[src/asr_map.svh]
// Constants for the converter control and serial readout block
`ifndef ASR_MAP_SVH
`define ASR_MAP_SVH
// ----------------------------------------
// Timing in nanoseconds
// ----------------------------------------
`define ASR_CLK_NS 50
`define ASR_CONV_NS 3800
`define ASR_EFF_SLEEP_NS 9800
`define ASR_HOLD_NS 10
// ----------------------------------------
// Timing in clock cycles
// ----------------------------------------
`define ASR_CONV_CYC ((`ASR_CONV_NS + `ASR_CLK_NS - 1) / `ASR_CLK_NS)
`define ASR_WAKE_CYC ((`ASR_EFF_SLEEP_NS - `ASR_CONV_NS + `ASR_CLK_NS - 1) / `ASR_CLK_NS)
`define ASR_HOLD_CYC ((`ASR_HOLD_NS + `ASR_CLK_NS - 1) / `ASR_CLK_NS)
// ----------------------------------------
// Frame layout
// ----------------------------------------
`define ASR_RES_BITS 12
`define ASR_FRAME_BITS 16
`define ASR_LAST_BIT 15
`define ASR_RES_MSB 11
`define ASR_LEAD_ZEROS 4'h0
`endif

[src/asr_pkg.sv]
// Types for the converter control and serial readout block
package asr_pkg;
	typedef enum logic [3:0] {
		ASR_IDLE = 4'h1,
		ASR_CONV = 4'h2,
		ASR_SLEEP = 4'h4,
		ASR_WAKE = 4'h8
	} asr_state_t;
endpackage : asr_pkg

[src/asr_sync.sv]
// Two-flop synchroniser with edge detection
`timescale 1ns/100ps
module asr_sync #(
	parameter logic IDLE_LEVEL = 1'b1
) (
	input wire logic clock_in,
	input wire logic rst_in,
	input wire logic async_in,
	output logic level_out,
	output logic rise_out,
	output logic fall_out
);
	logic meta_reg;
	logic sync_reg;
	logic last_reg;
	always_ff @(posedge clock_in or posedge rst_in) begin
		if (rst_in) begin
			meta_reg <= IDLE_LEVEL;
			sync_reg <= IDLE_LEVEL;
			last_reg <= IDLE_LEVEL;
		end else begin
			meta_reg <= async_in;
			sync_reg <= meta_reg;
			last_reg <= sync_reg;
		end
	end
	always_comb begin
		level_out = sync_reg;
		rise_out = sync_reg & ~last_reg;
		fall_out = ~sync_reg & last_reg;
	end
endmodule : asr_sync

[src/asr_top.sv]
// Converter control, auto power-down and serial result frame
`timescale 1ns/100ps
`include "asr_map.svh"
// What this block and its host do
// RULE1: Each serial clock falling edge presents the next frame bit.
// RULE2: Host may capture a bit on the same falling edge that advances it.
// RULE3: Host leaves serial clock low once the frame has finished.
// RULE4: Frame is sixteen bits: four leading zeros, then twelve result bits.
// RULE5: After the sixteenth falling edge, hold last bit, then release output.
// RULE6: Two's complement for bipolar ranges, straight binary for unipolar.
// RULE7: Busy rises on convert-start falling edge, falls when conversion completes.
// RULE8: Convert-start falling edge puts track/hold into hold, starts conversion.
// RULE9: Conversion ending with convert-start still low enters power-down.
// RULE10: Powered down, the convert-start rising edge begins wake-up.
// RULE11: Conversion 3.8 us normally, effectively 9.8 us including wake-up.
// RULE12: Host avoids reading during conversion and 300 ns before next.
// RULE13: Host starts clocking the frame only after busy returns low.
module asr_top (
	input wire logic clock_in,
	input wire logic rst_in,
	input wire logic convert_start_n_in,
	input wire logic serial_clock_in,
	input wire logic [11:0] sample_code_in,
	input wire logic bipolar_in,
	output logic busy_out,
	output logic track_hold_out,
	output logic power_down_out,
	output logic serial_result_out,
	output logic serial_result_oe_out
);
	localparam logic [7:0] CONV_CYC = 8'(`ASR_CONV_CYC);
	localparam logic [7:0] WAKE_CYC = 8'(`ASR_WAKE_CYC);
	localparam logic [7:0] HOLD_CYC = 8'(`ASR_HOLD_CYC);
	localparam logic [4:0] LAST_BIT = 5'(`ASR_LAST_BIT);

	// ----------------------------------------
	// Signals
	// ----------------------------------------
	logic cs_lvl;
	logic cs_rise;
	logic cs_fall;
	logic sclk_rise;
	logic sclk_fall;
	logic conv_done;
	asr_pkg::asr_state_t state_reg;
	asr_pkg::asr_state_t state_next;
	logic [7:0] count_reg;
	logic [7:0] count_next;
	logic busy_reg;
	logic busy_next;
	logic track_hold_reg;
	logic track_hold_next;
	logic power_down_reg;
	logic power_down_next;
	logic pending_reg;
	logic pending_next;
	logic [15:0] frame_reg;
	logic [15:0] frame_next;
	logic ready_reg;
	logic ready_next;
	logic active_reg;
	logic active_next;
	logic [15:0] shift_reg;
	logic [15:0] shift_next;
	logic [4:0] bit_cnt_reg;
	logic [4:0] bit_cnt_next;
	logic [7:0] hold_cnt_reg;
	logic [7:0] hold_cnt_next;
	logic serial_result_reg;
	logic serial_result_next;
	logic serial_result_oe_reg;
	logic serial_result_oe_next;

	// ----------------------------------------
	// Functions
	// ----------------------------------------
	function automatic logic [7:0] count_down(input logic [7:0] value);
		return (value == 8'h00) ? 8'h00 : value - 8'h01;
	endfunction : count_down

	function automatic logic [15:0] code_word(input logic [11:0] code, input logic bipolar);
		logic [11:0] coded;
		coded = bipolar ? {~code[`ASR_RES_MSB], code[10:0]} : code; // RULE6
		return {`ASR_LEAD_ZEROS, coded}; // RULE4
	endfunction : code_word

	// ----------------------------------------
	// Pin synchronisers
	// ----------------------------------------
	asr_sync #(
		.IDLE_LEVEL(1'b1)
	) u_convert_sync (
		.clock_in(clock_in),
		.rst_in(rst_in),
		.async_in(convert_start_n_in),
		.level_out(cs_lvl),
		.rise_out(cs_rise),
		.fall_out(cs_fall)
	);

	asr_sync #(
		.IDLE_LEVEL(1'b0)
	) u_sclk_sync (
		.clock_in(clock_in),
		.rst_in(rst_in),
		.async_in(serial_clock_in),
		.level_out(),
		.rise_out(sclk_rise),
		.fall_out(sclk_fall)
	);

	// ----------------------------------------
	// Conversion control
	// ----------------------------------------
	always_comb begin
		state_next = state_reg;
		count_next = count_down(count_reg);
		busy_next = busy_reg;
		track_hold_next = track_hold_reg;
		power_down_next = power_down_reg;
		pending_next = pending_reg;
		conv_done = 1'b0;
		unique case (state_reg)
			asr_pkg::ASR_IDLE: begin
				if (cs_fall) begin // RULE8
					state_next = asr_pkg::ASR_CONV;
					count_next = CONV_CYC; // RULE11
					busy_next = 1'b1; // RULE7
					track_hold_next = 1'b1; // RULE8
				end
			end
			asr_pkg::ASR_CONV: begin
				if (count_reg == 8'h01) begin
					conv_done = 1'b1;
					busy_next = 1'b0; // RULE7
					track_hold_next = 1'b0;
					if (!cs_lvl) begin // RULE9
						state_next = asr_pkg::ASR_SLEEP;
						power_down_next = 1'b1;
					end else begin
						state_next = asr_pkg::ASR_IDLE;
					end
				end
			end
			asr_pkg::ASR_SLEEP: begin
				if (cs_rise) begin // RULE10
					state_next = asr_pkg::ASR_WAKE;
					count_next = WAKE_CYC; // RULE11
					power_down_next = 1'b0;
				end
			end
			asr_pkg::ASR_WAKE: begin
				if (cs_fall) begin // RULE8
					busy_next = 1'b1; // RULE7
					track_hold_next = 1'b1;
					pending_next = 1'b1;
				end
				if (count_reg == 8'h01) begin // RULE11
					if (pending_reg || cs_fall) begin
						state_next = asr_pkg::ASR_CONV;
						count_next = CONV_CYC;
						pending_next = 1'b0;
					end else begin
						state_next = asr_pkg::ASR_IDLE;
					end
				end
			end
			default: begin
				state_next = asr_pkg::ASR_IDLE;
			end
		endcase
	end

	always_ff @(posedge clock_in or posedge rst_in) begin
		if (rst_in) begin
			state_reg <= asr_pkg::ASR_IDLE;
			count_reg <= 8'h00;
			busy_reg <= 1'b0;
			track_hold_reg <= 1'b0;
			power_down_reg <= 1'b0;
			pending_reg <= 1'b0;
		end else begin
			state_reg <= state_next;
			count_reg <= count_next;
			busy_reg <= busy_next;
			track_hold_reg <= track_hold_next;
			power_down_reg <= power_down_next;
			pending_reg <= pending_next;
		end
	end

	// ----------------------------------------
	// Serial result frame
	// ----------------------------------------
	// Code and range select come from converter logic on this clock
	always_comb begin
		frame_next = frame_reg;
		ready_next = ready_reg;
		active_next = active_reg;
		shift_next = shift_reg;
		bit_cnt_next = bit_cnt_reg;
		hold_cnt_next = count_down(hold_cnt_reg);
		serial_result_next = serial_result_reg;
		serial_result_oe_next = serial_result_oe_reg;
		if (conv_done) begin
			frame_next = code_word(sample_code_in, bipolar_in); // RULE4
			ready_next = 1'b1;
		end
		if (hold_cnt_reg == 8'h01) begin // RULE5
			serial_result_oe_next = 1'b0;
			serial_result_next = 1'b0;
		end
		if (active_reg) begin
			if (sclk_fall) begin // RULE1
				if (bit_cnt_reg == LAST_BIT) begin
					active_next = 1'b0;
					hold_cnt_next = HOLD_CYC; // RULE5
				end else begin
					shift_next = shift_reg << 1;
					serial_result_next = shift_reg[14]; // RULE1
					bit_cnt_next = bit_cnt_reg + 5'h01;
				end
			end
		end else if (sclk_rise && ready_reg && hold_cnt_reg == 8'h00) begin
			active_next = 1'b1;
			ready_next = conv_done;
			shift_next = frame_reg;
			bit_cnt_next = 5'h00;
			serial_result_next = frame_reg[15];
			serial_result_oe_next = 1'b1;
		end
	end

	always_ff @(posedge clock_in or posedge rst_in) begin
		if (rst_in) begin
			frame_reg <= 16'h0000;
			ready_reg <= 1'b0;
			active_reg <= 1'b0;
			shift_reg <= 16'h0000;
			bit_cnt_reg <= 5'h00;
			hold_cnt_reg <= 8'h00;
			serial_result_reg <= 1'b0;
			serial_result_oe_reg <= 1'b0;
		end else begin
			frame_reg <= frame_next;
			ready_reg <= ready_next;
			active_reg <= active_next;
			shift_reg <= shift_next;
			bit_cnt_reg <= bit_cnt_next;
			hold_cnt_reg <= hold_cnt_next;
			serial_result_reg <= serial_result_next;
			serial_result_oe_reg <= serial_result_oe_next;
		end
	end

	// ----------------------------------------
	// Outputs
	// ----------------------------------------
	assign busy_out = busy_reg;
	assign track_hold_out = track_hold_reg;
	assign power_down_out = power_down_reg;
	assign serial_result_out = serial_result_reg;
	assign serial_result_oe_out = serial_result_oe_reg;

	// ----------------------------------------
	// Assertions
	// ----------------------------------------
	property p_busy_on_start;
		@(posedge clock_in) disable iff (rst_in)
		(state_reg == asr_pkg::ASR_IDLE && cs_fall) |=> busy_reg;
	endproperty
	a_busy_on_start: assert property (p_busy_on_start) // RULE7
		else $error("busy not raised on convert start");

	property p_hold_in_conv;
		@(posedge clock_in) disable iff (rst_in)
		(state_reg == asr_pkg::ASR_CONV) |-> track_hold_reg;
	endproperty
	a_hold_in_conv: assert property (p_hold_in_conv) // RULE8
		else $error("track/hold not in hold during conversion");

	property p_sleep_entry;
		@(posedge clock_in) disable iff (rst_in)
		(conv_done && !cs_lvl) |=> (power_down_reg && !busy_reg);
	endproperty
	a_sleep_entry: assert property (p_sleep_entry) // RULE9
		else $error("no power-down after conversion with start low");

	property p_wake_on_rise;
		@(posedge clock_in) disable iff (rst_in)
		(state_reg == asr_pkg::ASR_SLEEP && cs_rise) |=> !power_down_reg;
	endproperty
	a_wake_on_rise: assert property (p_wake_on_rise) // RULE10
		else $error("no wake-up on convert start rising edge");

	property p_conv_length;
		@(posedge clock_in) disable iff (rst_in)
		$rose(state_reg == asr_pkg::ASR_CONV) |-> (count_reg == CONV_CYC);
	endproperty
	a_conv_length: assert property (p_conv_length) // RULE11
		else $error("conversion count not loaded");

	property p_lead_zero;
		@(posedge clock_in) disable iff (rst_in)
		$rose(serial_result_oe_reg) |-> !serial_result_reg;
	endproperty
	a_lead_zero: assert property (p_lead_zero) // RULE4
		else $error("frame does not open with a zero");

	property p_shift_on_fall;
		@(posedge clock_in) disable iff (rst_in)
		(active_reg && sclk_fall && bit_cnt_reg != LAST_BIT) |=>
			(serial_result_reg == $past(shift_reg[14]));
	endproperty
	a_shift_on_fall: assert property (p_shift_on_fall) // RULE1
		else $error("next bit not presented on falling edge");

	property p_release;
		@(posedge clock_in) disable iff (rst_in)
		(active_reg && sclk_fall && bit_cnt_reg == LAST_BIT) |=>
			serial_result_oe_reg ##1 !serial_result_oe_reg;
	endproperty
	a_release: assert property (p_release) // RULE5
		else $error("output not held then released after last bit");

	c_normal_conv: cover property (@(posedge clock_in) disable iff (rst_in) conv_done && cs_lvl);
	c_sleep_conv: cover property (@(posedge clock_in) disable iff (rst_in) conv_done && !cs_lvl);
	c_wake_start: cover property (@(posedge clock_in) disable iff (rst_in)
		state_reg == asr_pkg::ASR_WAKE && cs_fall);
	c_frame_end: cover property (@(posedge clock_in) disable iff (rst_in)
		active_reg && sclk_fall && bit_cnt_reg == LAST_BIT);
endmodule : asr_top

[config.mk]
export PLATFORM = sky130hd
export DESIGN_NAME = asr_top
export DESIGN_NICKNAME = d
export VERILOG_FILES = /design/src/asr_pkg.sv /design/src/asr_sync.sv /design/src/asr_top.sv
export VERILOG_INCLUDE_DIRS = /design/src /design/src/src
export SDC_FILE = /design/constraint.sdc
export NUM_CORES = 1
export LEC_CHECK = 0
export ABC_AREA = 0
export BUFFER_PORTS_ARGS = -buffer_cell sky130_fd_sc_hd__buf_2
export CAP_MARGIN = 20
export CORE_MARGIN = 1.5
export CORE_UTILIZATION = 54
export CTS_CLUSTER_SIZE = 12
export DETAILED_ROUTE_END_ITERATION = 7
export HOLD_SLACK_MARGIN = 0.12
export PLACE_DENSITY = 0.78
export SLEW_MARGIN = 20
export SYNTH_ARGS = -nofsm -noshare
export SYNTH_HDL_FRONTEND = slang
export SYNTH_SLANG_ARGS = --single-unit
[constraint.sdc]
create_clock -name clock_in -period 2.13 [get_ports clock_in]
set_input_delay 0.213 -clock clock_in [delete_from_list [all_inputs] [get_ports clock_in]]
set_output_delay 0.213 -clock clock_in [all_outputs]
set_load 0.02 [all_outputs]
After elaboration in Yosys (flattened, before gate mapping):

Cells that the tools add are included.

* bits in registers: 65
* input port bits: 17
* output and inout bits: 5

* $add $sub $neg: 3
* equal/unequal tests: 15
* mux-type cells: 53
* bitwise gates (word level): 9
* reduce and logical (&&, ||, !) cells: 13

Operator list (count)
* two-way mux 8 bit: 9
* two-way mux 15 bit: 4
* two-way mux 1 bit: 25
* case mux 8 bit (3 select lines): 1
* two-way mux 5 bit: 4
* equality test 8 x 1 -> 1 bit, second input constant: 2
* zero test 8 bit: 2
* two-way mux 4 bit: 4
* case mux 4 bit (4 select lines): 1
* subtractor 8 x 1 -> 8 bit, second input constant: 2
* != test 2 bit, second input constant: 7
* two-way mux 12 bit: 1
* AND reduction 4 bit: 2
* AND reduction 3 bit: 2
* nonzero test 2 bit: 3
* adder 5 x 1 -> 5 bit, second input constant: 1
* equality test 5 x 4 -> 1 bit, second input constant: 1
* NOT 1 bit: 5
* AND 1 bit: 4
* equality test 4 x 1 -> 1 bit, second input constant: 1
* equality test 4 x 2 -> 1 bit, second input constant: 1
* equality test 4 x 3 -> 1 bit, second input constant: 1
* equality test 4 bit, second input constant: 1
* case mux 1 bit (2 select lines): 2
* other kinds (6): 7

Longest topological paths before layout:

Gate-level depths: netlist of the first run.

* word-level depth: 6
* gate-level depth with buffers: 9

Cells and area by module:

Synthesis of the first run repeated with hierarchy kept, for this count alone.

* cell total of the unflattened synthesis: 277
* area, all modules: 3035.4 µm²

By module, submodules not included
* asr_top: times used 1, cells each 265, area an instance 2844.0 µm²
* asr_sync at u_convert_sync: times used 1, cells each 6, area an instance 97.6 µm²
* asr_sync at u_sclk_sync: times used 1, cells each 6, area an instance 93.8 µm²

Worst setup path after synthesis of the first run:

Ideal clock, no wire load.

* path kind: register -> register
* start: register count_reg[2]
* end: register frame_reg[0]
* data arrival time: 1.870 ns
* path slack: 0.134 ns
* cell stages (with the launch flop): 7
* clock period less this slack: 1.996 ns
* cells stage by stage: dfrtp_1 -> nor4_4 -> nand3_2 -> or4_4 -> buf_6 -> buf_8 -> mux2_4

* cells in the longest elaborated chain, start to end: 3

Ends and longest elaborated chain
* start, declared: line asr_top.sv:47 `logic [7:0] count_reg;`
* start signal, assigned: line asr_top.sv:184 `count_reg <= count_next;`
* equality test 8 x 1 -> 1 bit: line asr_top.sv:133 `if (count_reg == 8'h01) begin`
* two-way mux 1 bit: line asr_top.sv:133
* two-way mux 1 bit: line asr_top.sv:123 `unique case (state_reg)`
* end signal, assigned: line asr_top.sv:245 `frame_reg <= frame_next;`
* end, declared: line asr_top.sv:57 `logic [15:0] frame_reg;`

No other way between the ends.
A chain may end at the register's enable or synchronous reset.

Final worst setup path of the first run:

* start: register count_reg[2]
* end: register frame_reg[5]

The elaborated chain is that of the path after synthesis.

==> results of run 1 <==
## cells in the mapped netlist (all sizes together), types with 7 or more instances
library cell	count
a21oi	9
clkbuf	11
dfrtp	61
ha	7
inv	8
mux2	12
mux2i	11
nand2	32
nand3	10
nor2	17
nor2b	8
o21ai	24
## placed cells by master (no fill, tap or decap), drive strengths merged, types with 10 or more instances in the layout
cell type,netlist,final
dfrtp,61,61
nand2,32,32
buf,3,29
o21ai,24,24
nor2,17,17
dlygate4sd3,0,14
mux2,12,12
mux2i,11,11
nand3,10,10
clkbuf,11,10
## per-layer routing
metal	vias to the layer above	share of wire	global-route usage
met2	43	0.49	0.324
met4	0	0.017	0.0673
met1	1022	0.44	0.263
met5	-	0	0
li1	1049	-	-
met3	12	0.049	0.0776
## area by class of cell
| type | instances | share of cell area |
|---|---|---|
| Timing Repair Buffer | 43 | 0.0889 |
| Clock inverter | 6 | 0.0255 |
| Tap cell | 72 | 0.0252 |
| Sequential cell | 65 | 0.456 |
| Clock buffer | 10 | 0.0357 |
| Multi-Input combinational cell | 192 | 0.360 |
| Inverter | 8 | 0.00840 |
## kinds of logic (layout without fill, tap and decap cells)
family | Yosys count | in the layout | share of synthesized area
AOI/OAI and AO/OA | 54 | 54 | 0.111
xor gates and xnor gates | 11 | 11 | 0.0319
adders and majority gates | 7 | 7 | 0.0290
buffers and inverters | 22 | 67 | 0.0348
DFF | 65 | 65 | 0.540
muxes | 23 | 23 | 0.0861
and+or+nand+nor | 97 | 97 | 0.168
## timing repair
action | 4_1_cts | 5_1_grt
hold endpoints to repair | 74 | 0
hold buffers | 14 | 0
endpoints found under the setup margin | 0 | 3
resized for setup | 0 | 1
## report_power, final
| group | internal [mW] | switching [mW] |
|---|---|---|
| clock | 0.665 | 0.475 |
| sequential | 1.58 | 0.281 |
| combinational | 0.525 | 0.510 |
## worst max-delay path: cells and delay by family, from the launching register on
family,cells,cell delay [ns]
DFF,1,0.43
muxes,1,0.33
and+or+nand+nor,3,1.06
## final timing paths
check,cells past startpoint,slack [ns],start,to
hold reg to reg,0,0.35,u_sclk_sync.meta_reg,u_sclk_sync.level_out
min in group asynchronous,4,0.48,rst_in,hold_cnt_reg[6]
hold / removal,3,0.19,bipolar_in,frame_reg[11]
setup reg to reg,4,0.18,count_reg[2],frame_reg[5]
setup / recovery,4,0.18,count_reg[2],frame_reg[5]
max in group asynchronous,4,1.33,rst_in,u_convert_sync.level_out
==> results.sh, run 1 <==
export IMPL_final_net_count=343
export IMPL_vias_per_cell=5.37
export IMPL_totalPowerFinal_mw=4.04
export IMPL_grt_pass1_vias=2048
export IMPL_slowest_delay_ns=0.58
export IMPL_synth_ff_type="dfrtp_1"
export IMPL_grt_overflow_total=0
export IMPL_cts_buffer_depth=2
export IMPL_grt_pass1_wl_um=9580
export IMPL_yosysUniqueCellTypes=45
export IMPL_timing_fmax_ghz=0.514
export IMPL_arrival_ns=2.17
export IMPL_ys_top_cells_by_area="dfrtp_1, o21ai_0, nand2_1"
export IMPL_tightest_slew_ns=0.514
export IMPL_async_flop_share=1.00
export IMPL_postRouteAntennaNets=0
export IMPL_dp_cells=366
export IMPL_yosysSeqAreaShare=0.540
export IMPL_core_rowCount=27
export IMPL_nFillCells=413
export IMPL_cts_tree="done"
export IMPL_synth_nets=303
export IMPL_utilization=0.657
export IMPL_postPlaceCellArea_sq_mm=0.00321
export IMPL_die_h_um=77.8
export IMPL_grt_max_degree=66
export IMPL_finalNonFillerCells=396
export IMPL_multi_input_area_sq_mm=0.00129
export IMPL_final_hold_viol_count=0
export IMPL_min_delay_path_class="in -> reg"
export IMPL_fin_ws_ns=0.185
export IMPL_cts_root_buf="clkbuf_8"
export IMPL_post_route_drc_count=0
export IMPL_synth_seq_cells=65
export IMPL_cp_data_required_time_ns=2.35
export IMPL_n_antenna_cell=0
export IMPL_syn_area_per_cell_sq_um=10.8
export IMPL_cts_sinks=65
export IMPL_power_leakage_nw=1.70
export IMPL_grt_use_total=0.206
export IMPL_detailed_place_hpwl_um=3540
export IMPL_postLayoutCellArea_sq_mm=0.00358
export IMPL_grt_antenna_before_repair=0
export IMPL_die_area_sq_mm=0.00605
export IMPL_gp_congestion=0.862
export IMPL_finalCritPeriodShare=0.913
export IMPL_synth_area_sq_mm=0.00302
export IMPL_area_growth_pct=18.3
export IMPL_fin_setup_tns_ns=0
export IMPL_cp_start_kind="flop"
export IMPL_slew_headroom=0.654
export IMPL_initial_core_util=0.556
export IMPL_rsz0062_at_grt="false"
export IMPL_cp_end_kind="flop"
export IMPL_status="finished clean"
export IMPL_cts_setup_buffers=0
export IMPL_drtPass1Iterations=4
export IMPL_ir_drop_mv=0.661
export IMPL_slowest_stage="or4_4"
export IMPL_cts_max_level=3
export IMPL_drive_gt1_frac=0.204
export IMPL_regArea_sq_mm=0.00163
export IMPL_numCtsBuffers=9
export IMPL_core_sq_mm=0.00544
export IMPL_pre_cts_slack_ns=0.181
export IMPL_setup_violations=0
export IMPL_synth_largest_area_cell="dfrtp_1"
export IMPL_largest_register_ffs=15
export IMPL_drtIter0Drc=127
export IMPL_drv_slew=0
export IMPL_critPathKind="reg -> reg"
export IMPL_vias=2126
export IMPL_fin_crit_ns=1.95
export IMPL_path_max_fanout=17
export IMPL_clk_pin_slew_worst_paths_ns=0.07
export IMPL_portBuffers=21
export IMPL_ys_warn_count=0
export IMPL_routedWlPerCell_um=14.1
export IMPL_crit_chain="nor4_4 > nand3_2 > or4_4 > mux2_2"
export IMPL_io_pins=22
export IMPL_hold_ws_ns=0.188
export IMPL_worstSkewPairLatency_ns=0.34
export IMPL_fp_dieW_um=77.8
export IMPL_synth_edf_count=0
export IMPL_powerDensity_mw_per_mm2=1130
export IMPL_synth_top_area_share=0.505
export IMPL_maxCapViolCount=0
export IMPL_fin_worst_skew_ns=0.00911
export IMPL_synth_cells=279
export IMPL_drt_wl_total_um=5570
Note: power is estimated with default switching activity, not from simulation.
==> run 2, diff against run 1 <==
--- a/config.mk
+++ b/config.mk
@@ -14,7 +14,7 @@
 export CTS_CLUSTER_SIZE = 12
 export DETAILED_ROUTE_END_ITERATION = 7
 export HOLD_SLACK_MARGIN = 0.12
-export PLACE_DENSITY = 0.78
+export PLACE_DENSITY = 0.76
 export SLEW_MARGIN = 20
 export SYNTH_ARGS = -nofsm -noshare
 export SYNTH_HDL_FRONTEND = slang
==> run 2 against run 1 <==
Effect of this change: worst hold slack better by 0.0011 ns; final area down 0.77%; die area unchanged; critical path type unchanged; flip-flop and latch count unchanged; final cell count up 0.25%; clock skew down 0.0031 ns; combinational power about the same; critical endpoint is now bit_cnt_reg[2]; sequential power about the same; non-clock buffer count up 1; power down 3.3%; clock power down 13%.
==> results.sh, run 2 (synthesis gave the netlist of run 1 again) <==
export IMPL_initial_core_util=0.556
export IMPL_vias=2142
export IMPL_detailed_place_hpwl_um=3850
export IMPL_slowest_stage="dfrtp_1"
export IMPL_powerDensity_mw_per_mm2=1100
export IMPL_portBuffers=21
export IMPL_grt_pass1_wl_um=9720
export IMPL_maxCapViolCount=0
export IMPL_drive_gt1_frac=0.203
export IMPL_min_delay_path_class="in -> reg"
export IMPL_cts_buffer_depth=2
export IMPL_numCtsBuffers=9
export IMPL_core_rowCount=27
export IMPL_area_growth_pct=17.4
export IMPL_grt_overflow_total=0
export IMPL_worst_path_most_repeated_cell="ha_1"
export IMPL_vias_per_cell=5.40
export IMPL_largest_register_ffs=15
export IMPL_post_route_drc_count=0
export IMPL_fin_setup_tns_ns=0
export IMPL_routedWlPerCell_um=14.0
export IMPL_final_hold_viol_count=0
export IMPL_fin_crit_ns=1.97
export IMPL_cts_tree="done"
export IMPL_rsz0062_at_grt="false"
export IMPL_arrival_ns=2.18
export IMPL_cp_data_required_time_ns=2.34
export IMPL_drv_slew=0
export IMPL_fin_ws_ns=0.162
export IMPL_layout_commonest_cell="dfrtp_1"
export IMPL_layout_common_cells="dfrtp_1, nand2_1, o21ai_0"
export IMPL_ir_drop_mv=0.633
export IMPL_status="finished clean"
export IMPL_fp_dieW_um=77.8
export IMPL_die_h_um=77.8
export IMPL_power_leakage_nw=1.70
export IMPL_crit_chain="ha_1 > and3_1 > ha_1 > and3b_1 > nor2_1 > buf_12 > o21ai_1 > o31ai_1"
export IMPL_critPathKind="reg -> reg"
export IMPL_finalNonFillerCells=397
export IMPL_slew_headroom=0.637
export IMPL_cp_end_kind="flop"
export IMPL_finalCritPeriodShare=0.924
export IMPL_pre_cts_slack_ns=0.124
export IMPL_n_antenna_cell=0
export IMPL_core_sq_mm=0.00544
export IMPL_cts_sinks=65
export IMPL_worstSkewPairLatency_ns=0.33
export IMPL_drtIter0Drc=107
export IMPL_cts_root_buf="clkbuf_8"
export IMPL_slowest_delay_ns=0.41
export IMPL_grt_use_total=0.208
export IMPL_cts_max_level=3
export IMPL_cp_start_kind="flop"
export IMPL_postRouteAntennaNets=0
export IMPL_timing_fmax_ghz=0.508
export IMPL_grt_pass1_vias=2217
export IMPL_gp_congestion=0.833
export IMPL_tightest_slew_ns=0.543
export IMPL_dp_cells=367
export IMPL_clk_pin_slew_worst_paths_ns=0.07
export IMPL_path_max_fanout=31
export IMPL_drt_wl_total_um=5550
export IMPL_final_net_count=344
export IMPL_setup_violations=0
export IMPL_drtPass1Iterations=4
export IMPL_fin_worst_skew_ns=0.00597
export IMPL_grt_max_degree=32
export IMPL_io_pins=22
export IMPL_die_area_sq_mm=0.00605
export IMPL_grt_antenna_before_repair=0
run 2: worst paths after layout:
kind	startpoint	endpoint	slack, ns	cells past startpoint
worst min-delay path	sample_code_in[11]	frame_reg[11]	0.19	3
worst max-delay path	bit_cnt_reg[0]	bit_cnt_reg[2]	0.16	8
worst min register to register	u_sclk_sync.meta_reg	u_sclk_sync.level_out	0.35	0
min in group asynchronous	rst_in	u_sclk_sync.last_reg	0.47	3
max in group asynchronous	rst_in	state_reg[0]	0.99	4
worst max register to register	bit_cnt_reg[0]	bit_cnt_reg[2]	0.16	8
run 2: metal layers:
metal | vias up | GRT usage | part of all wire
met3 | 12 | 0.0541 | 0.026
met2 | 25 | 0.333 | 0.48
met4 | 0 | 0.0873 | 0.021
met1 | 1053 | 0.267 | 0.47
li1 | 1052 | - | -
met5 | - | 0 | 0
run 2: final cells by class:
class,count,area [sq um]
sequential,65,1630
timing repair buffer,44,325
fill,424,1890
multi-input combinational,192,1280
clock inverter,6,58.8
clock buffer,10,128
tap,72,90.1
inverter,8,30.0
run 2: power breakdown:
part           switching (mW)  internal (mW)
sequential              0.276           1.58
clock                   0.459          0.535
combinational           0.524          0.526
total                    1.26           2.64
run 2: through the flow:
step / utilization / hold slack [ns] / cell area, sq um / total power, mW
6_report: 0.652 / 0.189 / 3550 / 3.90
4_1_cts: 0.652 / 0.172 / 3550 / 3.93
3_5_place_dp: 0.592 / 0.298 / 3220 / 2.90
3_3_place_gp: 0.592 / 0.290 / 3220 / 2.84
2_1_floorplan: - / 0.217 / 3020 / 2.62
5_1_grt: 0.652 / 0.185 / 3550 / 4.16
run 2: what timing repair did:
| item | in CTS | in global routing |
|---|---|---|
| hold buffers | 14 | 0 |
| endpoints found under the setup margin | 0 | 1 |
| setup buffers | 0 | 0 |
| resized for setup | 0 | 1 |
| endpoints found under the hold margin | 36 | 0 |
run 2: critical path, delay by kind of cell, from the launching register on:
kind                     cells  cell delay, ns
AO/OA/AOI/OAI                2            0.26
buffers and inverters        1            0.16
AND/OR/NAND/NOR              3            0.56
adder cells (fa/ha/maj)      2            0.45
flip-flops                   1            0.41
==> run 3, diff against run 2 <==
--- a/config.mk
+++ b/config.mk
@@ -15,6 +15,7 @@
 export DETAILED_ROUTE_END_ITERATION = 7
 export HOLD_SLACK_MARGIN = 0.12
 export PLACE_DENSITY = 0.76
+export REMOVE_ABC_BUFFERS = 1
 export SLEW_MARGIN = 20
 export SYNTH_ARGS = -nofsm -noshare
 export SYNTH_HDL_FRONTEND = slang
==> run 3 against run 2 <==
Effect of this change: global-route usage rose by 0.24 points; via count is the same; fmax rose by 1.6%; final area fell by 1.1%; flip-flop and latch count unchanged; critical path depth down 4.
==> results.sh, run 3 (synthesis gave the netlist of run 1 again) <==
export IMPL_status="finished clean"
export IMPL_largest_register_ffs=15
export IMPL_core_rowCount=27
export IMPL_postPlaceCellArea_sq_mm=0.00321
export IMPL_detailed_place_hpwl_um=3720
export IMPL_utilization=0.646
export IMPL_vias_per_cell=5.45
export IMPL_arrival_ns=2.16
export IMPL_postRouteAntennaNets=0
export IMPL_power_leakage_nw=1.66
export IMPL_vias=2142
export IMPL_timing_fmax_ghz=0.516
export IMPL_nFillCells=432
export IMPL_drive_gt1_frac=0.190
export IMPL_cp_data_required_time_ns=2.35
export IMPL_cts_sinks=65
export IMPL_worstSkewPairLatency_ns=0.34
export IMPL_post_route_drc_count=0
export IMPL_setup_violations=0
export IMPL_final_net_count=340
export IMPL_ir_drop_mv=0.787
export IMPL_drt_wl_total_um=5600
export IMPL_cts_root_buf="clkbuf_8"
export IMPL_cts_max_level=3
export IMPL_finalNonFillerCells=393
export IMPL_powerDensity_mw_per_mm2=1110
export IMPL_tightest_slew_ns=0.547
export IMPL_area_growth_pct=16.2
export IMPL_portBuffers=21
export IMPL_rsz0062_at_grt="false"
export IMPL_fin_crit_ns=1.94
export IMPL_grt_antenna_before_repair=0
export IMPL_finalCritPeriodShare=0.910
export IMPL_layout_commonest_cell="dfrtp_1"
export IMPL_min_delay_path_class="in -> reg"
export IMPL_cp_start_kind="flop"
export IMPL_core_sq_mm=0.00544
export IMPL_n_antenna_cell=0
export IMPL_gp_congestion=0.842
export IMPL_drtPass1Iterations=4
export IMPL_cp_end_kind="flop"
export IMPL_slew_headroom=0.635
export IMPL_grt_use_total=0.210
export IMPL_die_h_um=77.8
export IMPL_cts_buffer_depth=2
export IMPL_grt_pass1_vias=2184
export IMPL_grt_pass1_wl_um=9820
export IMPL_dp_cells=365
export IMPL_critPathKind="reg -> reg"
export IMPL_cts_tree="done"
export IMPL_totalPowerFinal_mw=3.89
export IMPL_fin_ws_ns=0.192
export IMPL_clk_pin_slew_worst_paths_ns=0.06
export IMPL_pre_cts_slack_ns=0.197
export IMPL_path_max_fanout=17
export IMPL_maxCapViolCount=0
export IMPL_die_area_sq_mm=0.00605
export IMPL_fin_worst_skew_ns=0.0111
export IMPL_drv_slew=0
export IMPL_fp_dieW_um=77.8
export IMPL_io_pins=22
export IMPL_routedWlPerCell_um=14.2
export IMPL_initial_core_util=0.556
export IMPL_final_hold_viol_count=0
export IMPL_grt_max_degree=41
export IMPL_postLayoutCellArea_sq_mm=0.00351
export IMPL_hold_ws_ns=0.142
export IMPL_fin_setup_tns_ns=0
export IMPL_grt_overflow_total=0
export IMPL_layout_common_cells="dfrtp_1, nand2_1, o21ai_0"
export IMPL_numCtsBuffers=9
export IMPL_drtIter0Drc=84
run 3: changes by cell type in the layout (fill, tap and decap cells not counted), sizes merged:
cell         before  now
buf              30   28
clkbuf           10   13
clkinv            5    0
clkinvlp          0    2
dlygate4sd3      14   12
run 3: worst paths after layout:
kind                                    startpoint                  endpoint  slack, ns  cells past startpoint
min in group asynchronous                   rst_in            bit_cnt_reg[4]       0.46                      3
setup reg to reg                      count_reg[2]              frame_reg[0]       0.19                      4
hold reg to reg            u_convert_sync.meta_reg  u_convert_sync.level_out       0.36                      0
hold / removal                   sample_code_in[1]              frame_reg[1]       0.14                      2
setup / recovery                      count_reg[2]              frame_reg[0]       0.19                      4
max in group asynchronous                   rst_in  u_convert_sync.level_out       1.00                      4
run 3: where the power goes:
part	leakage, nW	switching, mW	total [mW]	internal, mW
Clock	0.0839	0.446	0.988	0.542
Combinational	0.762	0.517	1.03	0.517
Sequential	0.815	0.281	1.86	1.58
Total	1.66	1.24	3.89	2.64
run 3: cell type report:
class / instances / area, sq um / area share
flip-flops and latches: 65 / 1630 / 0.465
multi-input cells: 192 / 1280 / 0.366
repair buffers: 40 / 290 / 0.0827
clock buffers: 13 / 139 / 0.0396
well taps: 72 / 90.1 / 0.0257
clock inverters: 3 / 45.0 / 0.0128
inverters: 8 / 30.0 / 0.00855
run 3: per-layer routing:
| layer | share of wire | track usage | up-vias |
|---|---|---|---|
| li1 | - | - | 1042 |
| met1 | 0.45 | 0.261 | 1054 |
| met2 | 0.50 | 0.345 | 36 |
| met3 | 0.038 | 0.0694 | 10 |
| met4 | 0.015 | 0.0691 | 0 |
| met5 | 0 | 0 | - |
run 3: critical path, stage by stage (launching register included):
cell	delay, ns
dfrtp_1	0.43
nor4_4	0.32
nand3_2	0.14
or4_4	0.58
mux2_4	0.34
run 3: timing repair:
action                                  4_1_cts  5_1_grt
endpoints found under the setup margin        0        0
resized for setup                             0        0
buffers inserted                              0        0
hold buffers                                 12        0
endpoints found under the hold margin        36        0
